[src/ccs_cfg.svh]
// Constants for the CPU control-state and masking block
`ifndef CCS_CFG_SVH
`define CCS_CFG_SVH

// Timing, in picoseconds
`define CCS_CLK_PS 25000
`define CCS_CYC0_PS 202500
`define CCS_CYC1_PS 247500
`define CCS_CYC2_PS 292500
`define CCS_CYC3_PS 315000
`define CCS_FETCH_PS 540000

// Program status word bits, bit n of the word sits at index 63-n
`define CCS_PSW_CH0 63
`define CCS_PSW_IO_SUM 57
`define CCS_PSW_EXT 56
`define CCS_PSW_MODE 51
`define CCS_PSW_PROB 48
`define CCS_PSW_CODE_LO 32

// Control register numbers and bits, bit n of the word sits at index 31-n
`define CCS_CR_SUBCLASS 0
`define CCS_CR_CHAN 2
`define CCS_CR0_TIMING 7
`define CCS_CR0_KEY 6
`define CCS_CR0_SIGNAL 5
`define CCS_CR2_CH0 31

// Fixed storage location of the external interruption code
`define CCS_EXT_CODE_ADDR 8'h86

// Reset values
`define CCS_PSW_RST 64'h0
`define CCS_CR_RST 32'h0

`endif

[src/ccs_pkg.sv]
// Types for the CPU control-state and masking block
package ccs_pkg;

    typedef enum logic [1:0] {
        CCS_OP_IDLE = 2'b00,
        CCS_OP_RUN = 2'b01
    } ccs_op_st_t;

    typedef enum logic [1:0] {
        CCS_FE_IDLE = 2'b00,
        CCS_FE_WAIT = 2'b01,
        CCS_FE_REISSUE = 2'b10
    } ccs_fe_st_t;

    typedef struct packed {
        logic [1:0] cyc;
        logic [3:0] ra;
        logic [3:0] rb;
        logic [3:0] wa;
        logic [35:0] ucode;
    } ccs_op_req_t;

    typedef struct packed {
        logic ack;
        logic [63:0] data;
        logic [7:0] par;
    } ccs_mem_rsp_t;

    typedef struct packed {
        logic valid;
        logic [7:0] addr;
        logic [15:0] data;
    } ccs_code_store_t;

endpackage

[src/ccs_ctl.sv]
// CPU control registers, mode decode, interruption masking and retry
`timescale 1ns/100ps
`include "ccs_cfg.svh"

// What this block does
// - Operations timed by four selectable cycle lengths
// - Instruction fetch doubleword, data access one word
// - Storage fetch attempt abandoned after fixed fetch time
// - Local store gives two reads per access
// - Parity checked on paths, microwords, adder sums
// - Failed operations retried by hardware automatically
// - Sixteen control registers numbered from zero
// - Each control register is 32 bits
// - Control registers reachable in supervisor state only
// - Load and store instructions move control registers
// - Some control registers act only in extended mode
// - Status word bit 12 selects control mode
// - No ASCII mode, bit 12 means mode
// - Register zero holds three external subclass masks
// - External mask clear blocks all external sources
// - External source taken only if subclass enabled
// - Extended status word drops channel masks, codes
// - Extended mode: masks in register two, codes stored
// - Extended status word uses summary mask bits
// - Facilities not mode dependent behave the same
// - Extended: channel needs summary bit and register two
// - Basic: channel gated by status word bits 0-4
module ccs_ctl #(
    parameter int RETRY_MAX = 2
) (
    input wire logic clk,
    input wire logic sys_rst,
    input wire logic psw_load,
    input wire logic [63:0] psw_in,
    input wire logic cr_load,
    input wire logic cr_store,
    input wire logic [3:0] cr_num,
    input wire logic [31:0] cr_wdata,
    output logic [31:0] cr_rdata,
    output logic cr_ack,
    output logic priv_exc,
    output logic extended_mode,
    input wire logic [5:0] ext_src,
    input wire logic [4:0] chan_src,
    output logic ext_take,
    output logic [5:0] ext_which,
    output logic [4:0] chan_take,
    output logic [63:0] old_psw,
    output ccs_pkg::ccs_code_store_t code_store,
    input wire logic op_start,
    input wire ccs_pkg::ccs_op_req_t op_req,
    output logic op_done,
    output logic [31:0] op_sum,
    input wire logic ls_wr,
    input wire logic [3:0] ls_waddr,
    input wire logic [31:0] ls_wdata,
    input wire logic [3:0] ls_wpar,
    input wire logic fetch_start,
    input wire logic fetch_instr,
    output logic mem_req,
    output logic mem_dword,
    input wire ccs_pkg::ccs_mem_rsp_t mem_rsp,
    output logic fetch_done,
    output logic [63:0] fetch_data,
    output logic machine_check
);
    import ccs_pkg::*;

    // ****************************************
    // Timing counts
    // ****************************************
    localparam logic [3:0] CYC0 =
        4'((`CCS_CYC0_PS + `CCS_CLK_PS - 1) / `CCS_CLK_PS);
    localparam logic [3:0] CYC1 =
        4'((`CCS_CYC1_PS + `CCS_CLK_PS - 1) / `CCS_CLK_PS);
    localparam logic [3:0] CYC2 =
        4'((`CCS_CYC2_PS + `CCS_CLK_PS - 1) / `CCS_CLK_PS);
    localparam logic [3:0] CYC3 =
        4'((`CCS_CYC3_PS + `CCS_CLK_PS - 1) / `CCS_CLK_PS);
    localparam logic [4:0] FETCH_MAX = 5'(`CCS_FETCH_PS / `CCS_CLK_PS);
    localparam logic [1:0] RETRIES = 2'(RETRY_MAX);

    // ****************************************
    // State
    // ****************************************
    typedef struct packed {
        logic [63:0] program_status_word;
        logic [15:0][31:0] cr;
        logic [5:0] ext_s1;
        logic [5:0] ext_s2;
        logic [5:0] ext_s3;
        logic [5:0] ext_lvl;
        logic [4:0] ch_s1;
        logic [4:0] ch_s2;
        logic [4:0] ch_s3;
        logic [4:0] ch_lvl;
        logic hold;
        logic ext_take;
        logic [5:0] ext_which;
        logic [4:0] chan_take;
        logic [63:0] old_psw;
        ccs_code_store_t code_store;
        logic [31:0] cr_rdata;
        logic cr_ack;
        logic priv_exc;
        logic [15:0][31:0] ls;
        logic [15:0][3:0] ls_par;
        ccs_op_st_t op_st;
        ccs_op_req_t rq;
        logic [31:0] op_a;
        logic [31:0] op_b;
        logic [3:0] op_pa;
        logic [3:0] op_pb;
        logic [3:0] cnt;
        logic [1:0] tries;
        logic op_done;
        logic [31:0] op_sum;
        ccs_fe_st_t fe_st;
        logic [4:0] fe_cnt;
        logic [1:0] fe_tries;
        logic mem_req;
        logic mem_dword;
        logic fetch_done;
        logic [63:0] fetch_data;
        logic mchk;
    } ccs_state_t;

    localparam ccs_state_t RST = '0;

    ccs_state_t st;
    ccs_state_t next_st;

    // Odd parity per byte
    function automatic logic [3:0] bpar(input logic [31:0] w);
        logic [3:0] p;
        p = '0;
        for (int i = 0; i < 4; i++) begin
            p[i] = ~^w[8*i +: 8];
        end
        return p;
    endfunction

    // Lowest set bit only
    function automatic logic [5:0] lowest(input logic [5:0] v);
        return v & (~v + 6'h01);
    endfunction

    // ****************************************
    // Next state
    // ****************************************
    always_comb begin
        logic xm;
        logic [5:0] sub_en;
        logic [5:0] ext_pend;
        logic [4:0] ch_en;
        logic [4:0] ch_pend;
        logic [3:0] len;
        logic [31:0] sum;
        logic [31:0] carry;
        logic [3:0] pred;
        logic op_ok;
        logic fe_ok;
        logic [5:0] pick;
        xm = 1'b0;
        sub_en = '0;
        ext_pend = '0;
        ch_en = '0;
        ch_pend = '0;
        len = CYC0;
        sum = '0;
        carry = '0;
        pred = '0;
        op_ok = 1'b0;
        fe_ok = 1'b0;
        pick = '0;
        next_st = st;
        next_st.ext_take = 1'b0;
        next_st.chan_take = '0;
        next_st.code_store.valid = 1'b0;
        next_st.cr_ack = 1'b0;
        next_st.priv_exc = 1'b0;
        next_st.op_done = 1'b0;
        next_st.fetch_done = 1'b0;
        next_st.mchk = 1'b0;

        // Pin synchronisers, a change counts once stages two and three agree
        next_st.ext_s1 = ext_src;
        next_st.ext_s2 = st.ext_s1;
        next_st.ext_s3 = st.ext_s2;
        next_st.ext_lvl = (st.ext_s2 & st.ext_s3)
            | (st.ext_lvl & (st.ext_s2 | st.ext_s3));
        next_st.ch_s1 = chan_src;
        next_st.ch_s2 = st.ch_s1;
        next_st.ch_s3 = st.ch_s2;
        next_st.ch_lvl = (st.ch_s2 & st.ch_s3)
            | (st.ch_lvl & (st.ch_s2 | st.ch_s3));

        // Mode decode of the current status word
        xm = st.program_status_word[`CCS_PSW_MODE];

        // External masking, same in both modes
        sub_en[0] = st.cr[`CCS_CR_SUBCLASS][`CCS_CR0_KEY];
        sub_en[4:1] = {4{st.cr[`CCS_CR_SUBCLASS][`CCS_CR0_TIMING]}};
        sub_en[5] = st.cr[`CCS_CR_SUBCLASS][`CCS_CR0_SIGNAL];
        ext_pend = st.ext_lvl & sub_en
            & {6{st.program_status_word[`CCS_PSW_EXT]}};

        // Channel masking depends on mode
        for (int i = 0; i < 5; i++) begin
            if (xm) begin
                ch_en[i] = st.program_status_word[`CCS_PSW_IO_SUM]
                    & st.cr[`CCS_CR_CHAN][`CCS_CR2_CH0 - i];
            end else begin
                ch_en[i] = st.program_status_word[`CCS_PSW_CH0 - i];
            end
        end
        ch_pend = st.ch_lvl & ch_en;

        // Status word load releases the interruption hold
        if (psw_load) begin
            next_st.program_status_word = psw_in;
            next_st.hold = 1'b0;
        end

        // Interruption selection, a take sets the hold over any release
        if (!st.hold && |ext_pend) begin
            pick = lowest(ext_pend);
            next_st.ext_take = 1'b1;
            next_st.ext_which = pick;
            next_st.hold = 1'b1;
            if (xm) begin
                next_st.old_psw = st.program_status_word;
                next_st.code_store.valid = 1'b1;
                next_st.code_store.addr = `CCS_EXT_CODE_ADDR;
                next_st.code_store.data = {10'h000, pick};
            end else begin
                next_st.old_psw = st.program_status_word;
                next_st.old_psw[`CCS_PSW_CODE_LO +: 16] = {10'h000, pick};
            end
        end else if (!st.hold && |ch_pend) begin
            pick = lowest({1'b0, ch_pend});
            next_st.chan_take = pick[4:0];
            next_st.hold = 1'b1;
            next_st.old_psw = st.program_status_word;
        end

        // Control register access
        if (cr_load || cr_store) begin
            if (st.program_status_word[`CCS_PSW_PROB]) begin
                next_st.priv_exc = 1'b1;
            end else begin
                next_st.cr_ack = 1'b1;
                if (cr_load) begin
                    next_st.cr[cr_num] = cr_wdata;
                end else begin
                    next_st.cr_rdata = st.cr[cr_num];
                end
            end
        end

        // Local store load port with input path check
        if (ls_wr) begin
            if (bpar(ls_wdata) == ls_wpar) begin
                next_st.ls[ls_waddr] = ls_wdata;
                next_st.ls_par[ls_waddr] = ls_wpar;
            end else begin
                next_st.mchk = 1'b1;
            end
        end

        // Operation sequencer
        case (st.rq.cyc)
            2'h0: len = CYC0;
            2'h1: len = CYC1;
            2'h2: len = CYC2;
            default: len = CYC3;
        endcase
        sum = st.op_a + st.op_b;
        carry = sum ^ st.op_a ^ st.op_b;
        pred = st.op_pa ^ st.op_pb ^ bpar(carry);
        op_ok = (bpar(st.rq.ucode[31:0]) == st.rq.ucode[35:32])
            && (bpar(st.op_a) == st.op_pa) && (bpar(st.op_b) == st.op_pb)
            && (bpar(sum) == pred);
        case (st.op_st)
            CCS_OP_IDLE: begin
                if (op_start) begin
                    next_st.rq = op_req;
                    next_st.op_a = st.ls[op_req.ra];
                    next_st.op_b = st.ls[op_req.rb];
                    next_st.op_pa = st.ls_par[op_req.ra];
                    next_st.op_pb = st.ls_par[op_req.rb];
                    next_st.cnt = '0;
                    next_st.tries = '0;
                    next_st.op_st = CCS_OP_RUN;
                end
            end
            CCS_OP_RUN: begin
                if (st.cnt == len - 4'h1) begin
                    if (op_ok) begin
                        next_st.ls[st.rq.wa] = sum;
                        next_st.ls_par[st.rq.wa] = bpar(sum);
                        next_st.op_sum = sum;
                        next_st.op_done = 1'b1;
                        next_st.op_st = CCS_OP_IDLE;
                    end else if (st.tries < RETRIES) begin
                        next_st.tries = st.tries + 2'h1;
                        next_st.op_a = st.ls[st.rq.ra];
                        next_st.op_b = st.ls[st.rq.rb];
                        next_st.op_pa = st.ls_par[st.rq.ra];
                        next_st.op_pb = st.ls_par[st.rq.rb];
                        next_st.cnt = '0;
                    end else begin
                        next_st.mchk = 1'b1;
                        next_st.op_st = CCS_OP_IDLE;
                    end
                end else begin
                    next_st.cnt = st.cnt + 4'h1;
                end
            end
            default: next_st.op_st = CCS_OP_IDLE;
        endcase

        // Storage fetch sequencer
        fe_ok = st.mem_dword ? (bpar(mem_rsp.data[63:32]) == mem_rsp.par[7:4]
            && bpar(mem_rsp.data[31:0]) == mem_rsp.par[3:0])
            : (bpar(mem_rsp.data[31:0]) == mem_rsp.par[3:0]);
        case (st.fe_st)
            CCS_FE_IDLE: begin
                if (fetch_start) begin
                    next_st.mem_req = 1'b1;
                    next_st.mem_dword = fetch_instr;
                    next_st.fe_cnt = '0;
                    next_st.fe_tries = '0;
                    next_st.fe_st = CCS_FE_WAIT;
                end
            end
            CCS_FE_WAIT: begin
                if (mem_rsp.ack && fe_ok) begin
                    next_st.mem_req = 1'b0;
                    next_st.fetch_done = 1'b1;
                    next_st.fetch_data = st.mem_dword ? mem_rsp.data
                        : {32'h0000_0000, mem_rsp.data[31:0]};
                    next_st.fe_st = CCS_FE_IDLE;
                end else if (mem_rsp.ack || st.fe_cnt == FETCH_MAX - 5'h01) begin
                    next_st.mem_req = 1'b0;
                    if (st.fe_tries < RETRIES) begin
                        next_st.fe_tries = st.fe_tries + 2'h1;
                        next_st.fe_st = CCS_FE_REISSUE;
                    end else begin
                        next_st.mchk = 1'b1;
                        next_st.fe_st = CCS_FE_IDLE;
                    end
                end else begin
                    next_st.fe_cnt = st.fe_cnt + 5'h01;
                end
            end
            CCS_FE_REISSUE: begin
                next_st.mem_req = 1'b1;
                next_st.fe_cnt = '0;
                next_st.fe_st = CCS_FE_WAIT;
            end
            default: next_st.fe_st = CCS_FE_IDLE;
        endcase
    end

    // ****************************************
    // Registers
    // ****************************************
    always_ff @(posedge clk) begin
        if (sys_rst) begin
            st <= RST;
        end else begin
            st <= next_st;
        end
    end

    // ****************************************
    // Outputs
    // ****************************************
    assign cr_rdata = st.cr_rdata;
    assign cr_ack = st.cr_ack;
    assign priv_exc = st.priv_exc;
    assign extended_mode = st.program_status_word[`CCS_PSW_MODE];
    assign ext_take = st.ext_take;
    assign ext_which = st.ext_which;
    assign chan_take = st.chan_take;
    assign old_psw = st.old_psw;
    assign code_store = st.code_store;
    assign op_done = st.op_done;
    assign op_sum = st.op_sum;
    assign mem_req = st.mem_req;
    assign mem_dword = st.mem_dword;
    assign fetch_done = st.fetch_done;
    assign fetch_data = st.fetch_data;
    assign machine_check = st.mchk;

endmodule

[config.mk]
export PLATFORM = sky130hd
export DESIGN_NAME = ccs_ctl
export DESIGN_NICKNAME = d
export VERILOG_FILES = /design/src/ccs_pkg.sv /design/src/ccs_ctl.sv
export VERILOG_INCLUDE_DIRS = /design/src
export SDC_FILE = /design/constraint.sdc
export NUM_CORES = 2
export LEC_CHECK = 0
export BUFFER_PORTS_ARGS = -buffer_cell sky130_fd_sc_hd__buf_2
export CORE_MARGIN = 1.5
export CORE_UTILIZATION = 65
export DETAILED_ROUTE_END_ITERATION = 7
export GPL_ROUTABILITY_DRIVEN = 0
export PLACE_DENSITY = 0.84
export SLEW_MARGIN = 10
export SYNTH_ARGS = -nofsm -noshare
export SYNTH_HDL_FRONTEND = slang
export SYNTH_SLANG_ARGS = --single-unit
export TNS_END_PERCENT = 1
[constraint.sdc]
create_clock -name clk -period 6.76 [get_ports clk]
set_input_delay 1.014 -clock clk [delete_from_list [all_inputs] [get_ports clk]]
set_output_delay 1.014 -clock clk [all_outputs]
set_load 0.01 [all_outputs]
---- Word-level counts from Yosys, hierarchy flattened ----
Index checks and enable logic that the tools add are counted.
storage, ports and cells
  bits in registers ....................... 1555
  latch bits .............................. 0
  RAM bits ................................ 0
  bits in read-only memories .............. 0
  bits of input ports ..................... 283
  word-level logic and storage cells ...... 334
  memories ................................ 0
cells by class
  $add $sub $neg .......................... 8
  multipliers ............................. 0
  divide/modulo/power cells ............... 0
  magnitude comparators ................... 12
  equal/unequal tests ..................... 27
  shift operators ......................... 0
  multiplexer cells ....................... 91
  bitwise logic cells ..................... 32
  reduce and logical (&&, ||, !) cells .... 74
operator list
  cell                                                 count
  two-way mux 576 bit                                  4
  bitwise mux 512 bit                                  3
  binary-select mux 32 bit (select 4 bit)              5
  two-way mux 578 bit                                  1
  demux 32 bit (select 4 bit)                          3
  two-way mux 32 bit                                   8
  XNOR reduction 8 bit                                 32
  two-way mux 64 bit                                   3
  two-way mux 78 bit                                   2
  case mux 78 bit (2 select lines)                     1
  two-way mux 130 bit                                  1
  bitwise mux 64 bit                                   2
  two-way mux 72 bit                                   1
  two-way mux 65 bit                                   1
  binary-select mux 4 bit (select 4 bit)               4
  bitwise XOR 32 bit                                   2
  two-way mux 52 bit                                   1
  < comparator 4 x 5 -> 1 bit (second input constant)  7
  two-way mux 35 bit                                   1
  two-way mux 33 bit                                   1
  adder 32 bit                                         1
  demux 4 bit (select 4 bit)                           2
  equality test 4 bit                                  8
  bitwise AND 6 bit                                    5
  other kinds (47)                                     145

---- Depth between registers and ports, before layout ----
  word-level depth ........................ 14
  gate-level depth with buffers ........... 15
  gate-level depth less buffers ........... 13

---- Worst setup path before layout ----
Ideal clock, no wire load.
  kind .................................... input -> register
  start ................................... input ls_wdata[4]
  end ..................................... register st[336] (netlist bit)
  arrival time ............................ 3662 ps
  data required time ...................... 6632 ps
  setup slack ............................. 2970 ps
  cell stages on the path ................. 12
  buffers on the path ..................... 2
  cell sequence ........................... clkbuf_1 xor2_1 xnor3_1 xnor2_1 nor4_1 and2_1 nand3b_1 nor3_1 buf_2 mux2_2 mux2i_1 nor2_1
on the way
  longest elaborated chain between the ends .. 8
ends and longest elaborated chain
  element                   RTL line        source
  start, declared           ccs_ctl.sv:56   input wire logic [31:0] ls_wdata,
  XNOR reduction 8 bit (*)  ccs_ctl.sv:138  p[i] = ~^w[8*i +: 8];
  equality test 4 bit (*)   ccs_ctl.sv:263  if (bpar(ls_wdata) == ls_wpar) begin
  two-way mux 576 bit (*)   ccs_ctl.sv:263
  two-way mux 576 bit (*)   ccs_ctl.sv:262  if (ls_wr) begin
  bitwise mux 512 bit       ccs_ctl.sv:300  next_st.ls[st.rq.wa] = sum;
  two-way mux 576 bit       ccs_ctl.sv:299  if (op_ok) begin
  two-way mux 578 bit       ccs_ctl.sv:298  if (st.cnt == len - 4'h1) begin
  two-way mux 576 bit (*)   ccs_ctl.sv:284  case (st.op_st)
  end signal, assigned      ccs_ctl.sv:373  st <= next_st;
  end, declared             ccs_ctl.sv:130  ccs_state_t st;
Mark *: on every way between the ends. The rest lies on a longest branch, timed or not. The select of a mux whose other input is x is not followed.
A chain may end at the register's enable or synchronous reset.

---- Final worst setup path ----
  start ................................... register st[166] (netlist bit)
  end ..................................... register st[597] (netlist bit)
on the way
  longest elaborated chain between the ends .. 10
ends and longest elaborated chain
  element                          RTL line        source
  adder 32 bit                     ccs_ctl.sv:278  sum = st.op_a + st.op_b;
  bitwise XOR 32 bit (2 in a row)  ccs_ctl.sv:279  carry = sum ^ st.op_a ^ st.op_b;
  XNOR reduction 8 bit             ccs_ctl.sv:138
  bitwise XOR 4 bit                ccs_ctl.sv:280  pred = st.op_pa ^ st.op_pb ^ bpar(carry);
  equality test 4 bit              ccs_ctl.sv:283  && (bpar(sum) == pred);
  logical AND 1 bit (*)            ccs_ctl.sv:283
  two-way mux 576 bit (*)          ccs_ctl.sv:299
  two-way mux 578 bit (*)          ccs_ctl.sv:298
  two-way mux 576 bit (*)          ccs_ctl.sv:284
Marks and branches as above.

==> flow_summary.toml <==
[outcome]
outcome = "finished with violations"
violations = "design-rule violations"

[cts]
worstSkewPairLatency_ps = 850
cts_tree = "done"
clk_path_buf_depth = 3
path_clk_slew_ps = 60
cts_buffers = 161
cts_resized = 0
htreeDepth = 4
cts_root_buf = "clkbuf_16"
holdBufCountCts = 0
cts.sinks = 1554
cts_setup_buffers = 0

[setup_path]
r2r_start = "st[166]$_SDFFE_PP0P_"
path_class = "reg2reg"
critPathLaunch = "st[166]$_SDFFE_PP0P_"
cp-start-kind = "register"
arrival_ps = 6190
end_kind = "register"
cp_data_required_time_ps = 7460
cp_max_fo = 31

[synthesis]
ys_seq_area_frac = 0.358
synth_area_sq_um = 87000
netlist_instances = 8799
async_reset_ff_frac = 0
synthDistinctLibCells = 82
ys_seq_elements = 1554
netlist.area_leader.share = 0.358
synthTopCellsByArea = "dfxtp_1 36%, mux4_2 23%, a211oi_1 8.2%, nand2_1 6.1%, a21oi_1 4.3%"
synth_edf_count = 0
syn_avg_cell_area_sq_um = 9.88
yosys_most_used_dff = "dfxtp_1"
yosys_warnings = 0
synth_largest_area_cell = "dfxtp_1"

[run]
drv_cap = 0

[route]
via_per_inst = 7.39
drt-met1-wl_um = 97000
dr.max_layer_used = "met5"
drtPass1Iterations = 8
wl_met3_um = 49200
num_vias = 76700
drt_iter0_drc = 12700
routedWlPerCell_um = 28.9
wl_met2_um = 128000
ant_nets = 0
drt-total-wl_um = 300000
drc = 11

[sta]
rsz0062_at_grt = "no"
finalHoldViolCount = 0
slew_headroom = 0.0541
worst_pin_slew_ps = 1420
slew_violations = 0
tns_ps = 0
finalWorstSetupSlack_ps = 1270
period_share = 0.812
setup_violations = 0
max_freq_mhz = 182
finalClockSkew_ps = 59.3
fin_crit_ps = 5490

[floorplanning]
core-area_sq_um = 133000
io_pins = 520
std_cell_rows = 134
start_util = 0.653
dieArea_sq_um = 136000
die_w_um = 369
die_y_um = 369

[power]
peakVddDrop_mv = 0.250
power_density_nw_per_um2 = 218
p_leak_uw = 0.0327

[placement]
place_ws_ps = 1570
portBuffers = 504
place_hpwl_um = 176000
dpl-instance-area_sq_um = 88200

[global_routing]
grt_usage = 0.429
grt_pass1_vias = 74800
grt_pass1_wl_um = 448000
overflow = 0
grt_max_degree = 249
antenna_found_initial = 46

[hold_path]
min_path_type = "in2reg"
min-delay-start = "ext_src[5]"

[final_layout]
fin_nets = 8768
synthToLayoutAreaGrowth_pct = 7.92
final_area_sq_um = 93800
drive_gt1_frac = 0.239
[sequential cells by signal (all words and copies together) (netlist names), 5 cells and up]
signal      flops
chan_take       5
st           1312
fetch_data     64
next_st        22
old_psw        64
cr_rdata       32
op_sum         32
ext_which       6
code_store      8
[area by class of cell]
class / instances / area, sq um
Clock inverter: 67 / 828
Timing Repair Buffer: 659 / 4070
Tap cell: 1768 / 2210
Inverter: 26 / 97.6
Antenna cell: 36 / 90.1
Fill cell: 8968 / 39300
Multi-Input combinational cell: 6041 / 50700
Clock buffer: 227 / 4660
Sequential cell: 1554 / 31100
[cell usage after synthesis, types with 4 or more instances]
library cell  count
a221oi_1         72
mux2_2          149
and3_1           14
a22o_1           33
xor2_1           56
a211oi_2         13
a211oi_1        955
mux2i_1         117
o21a_1            4
nand3b_1          8
a21oi_1         749
xnor3_1          23
buf_6             4
nand2b_1         15
o21ai_1           5
mux4_2          879
dfxtp_1        1554
buf_1            89
nor4_1            9
o21bai_1          6
or4_1             5
or3_1             6
nand3_1          37
clkbuf_1        790
nor2b_1         545
a21o_1           13
nand4_1           9
a31oi_1           6
nand2_1        1415
ha_1             41
o21ai_0          33
inv_1            26
xnor2_1         146
nor2_1          474
and2_1           15
buf_4           228
nor3_1          113
buf_2            81
[layout by cell type (no fill, tap or decap), types with 14 or more instances in the layout]
cell type	Yosys	final
a221oi_1	72	72
clkinv_2	0	33
nand3_1	37	32
xor2_1	56	56
a211oi_1	955	955
nor2_4	0	23
buf_2	81	494
a21oi_1	749	748
buf_4	228	133
ha_1	41	41
clkbuf_16	0	164
clkbuf_1	790	31
o21ai_0	33	33
buf_12	0	23
mux2i_1	117	117
clkbuf_8	0	33
nor2b_1	545	544
mux4_2	879	879
diode_2	0	36
a22o_1	33	33
conb_1	1	15
xnor3_1	23	23
mux2_2	149	149
inv_1	26	26
nor2_1	474	451
dfxtp_1	1554	1546
nor3_1	113	101
nand2b_1	15	14
xnor2_1	146	143
nand2_1	1415	1412
[report_power, final]
part	total [uW]	internal, uW	switching, uW	leakage [uW]
sequential	9430	9280	156	0.0126
clock	9220	5180	4040	0.00267
combinational	1760	634	1130	0.0175
total	20400	15100	5320	0.0327
[final timing paths]
path	to	slack, ps	cells after the start
worst max-delay path	st[597]$_SDFF_PP0_	1270	11
worst min-delay path	next_st[989]$_SDFF_PP0_	380	2
worst max register to register	st[597]$_SDFF_PP0_	1270	11
worst min register to register	next_st[983]$_SDFF_PP0_	430	1
[metrics by stage]
step	utilization	std cells	hold WS, ps	total power (uW)
3_5_place_dp	0.663	10000	426	11300
6_report	0.705	10400	377	20400
5_1_grt	0.705	10400	377	20900
3_3_place_gp	0.663	10000	419	11300
4_1_cts	0.704	10300	353	20300
2_1_floorplan	-	8813	414	10800
[kinds of logic after synthesis]
kind of cell               share of synthesized area
xor gates and xnor gates                      0.0279
buffers and inverters                         0.0639
adders and majority gates                    0.00613
DFF                                            0.358
AOI/OAI and AO/OA                              0.146
and+or+nand+nor                                0.137
other                                      0.0000431
muxes                                          0.260
[per-layer routing]
| layer | vias up | track usage |
|---|---|---|
| met5 | - | 0 |
| met4 | 32 | 0.300 |
| met3 | 2087 | 0.182 |
| met2 | 6955 | 0.625 |
| met1 | 36400 | 0.513 |
| li1 | 31200 | - |
[worst max-delay path, cell delays in order, from the launching register on]
cell	delay (ps)
dfxtp_1	440
xor2_1	340
xnor3_1	500
xnor2_1	310
nor4_1	400
nand3_1	150
nor2_1	530
nand2_1	560
nor2_4	1220
buf_4	490
a211oi_1	120
a211oi_1	290
(Power assumes the default switching activity.)
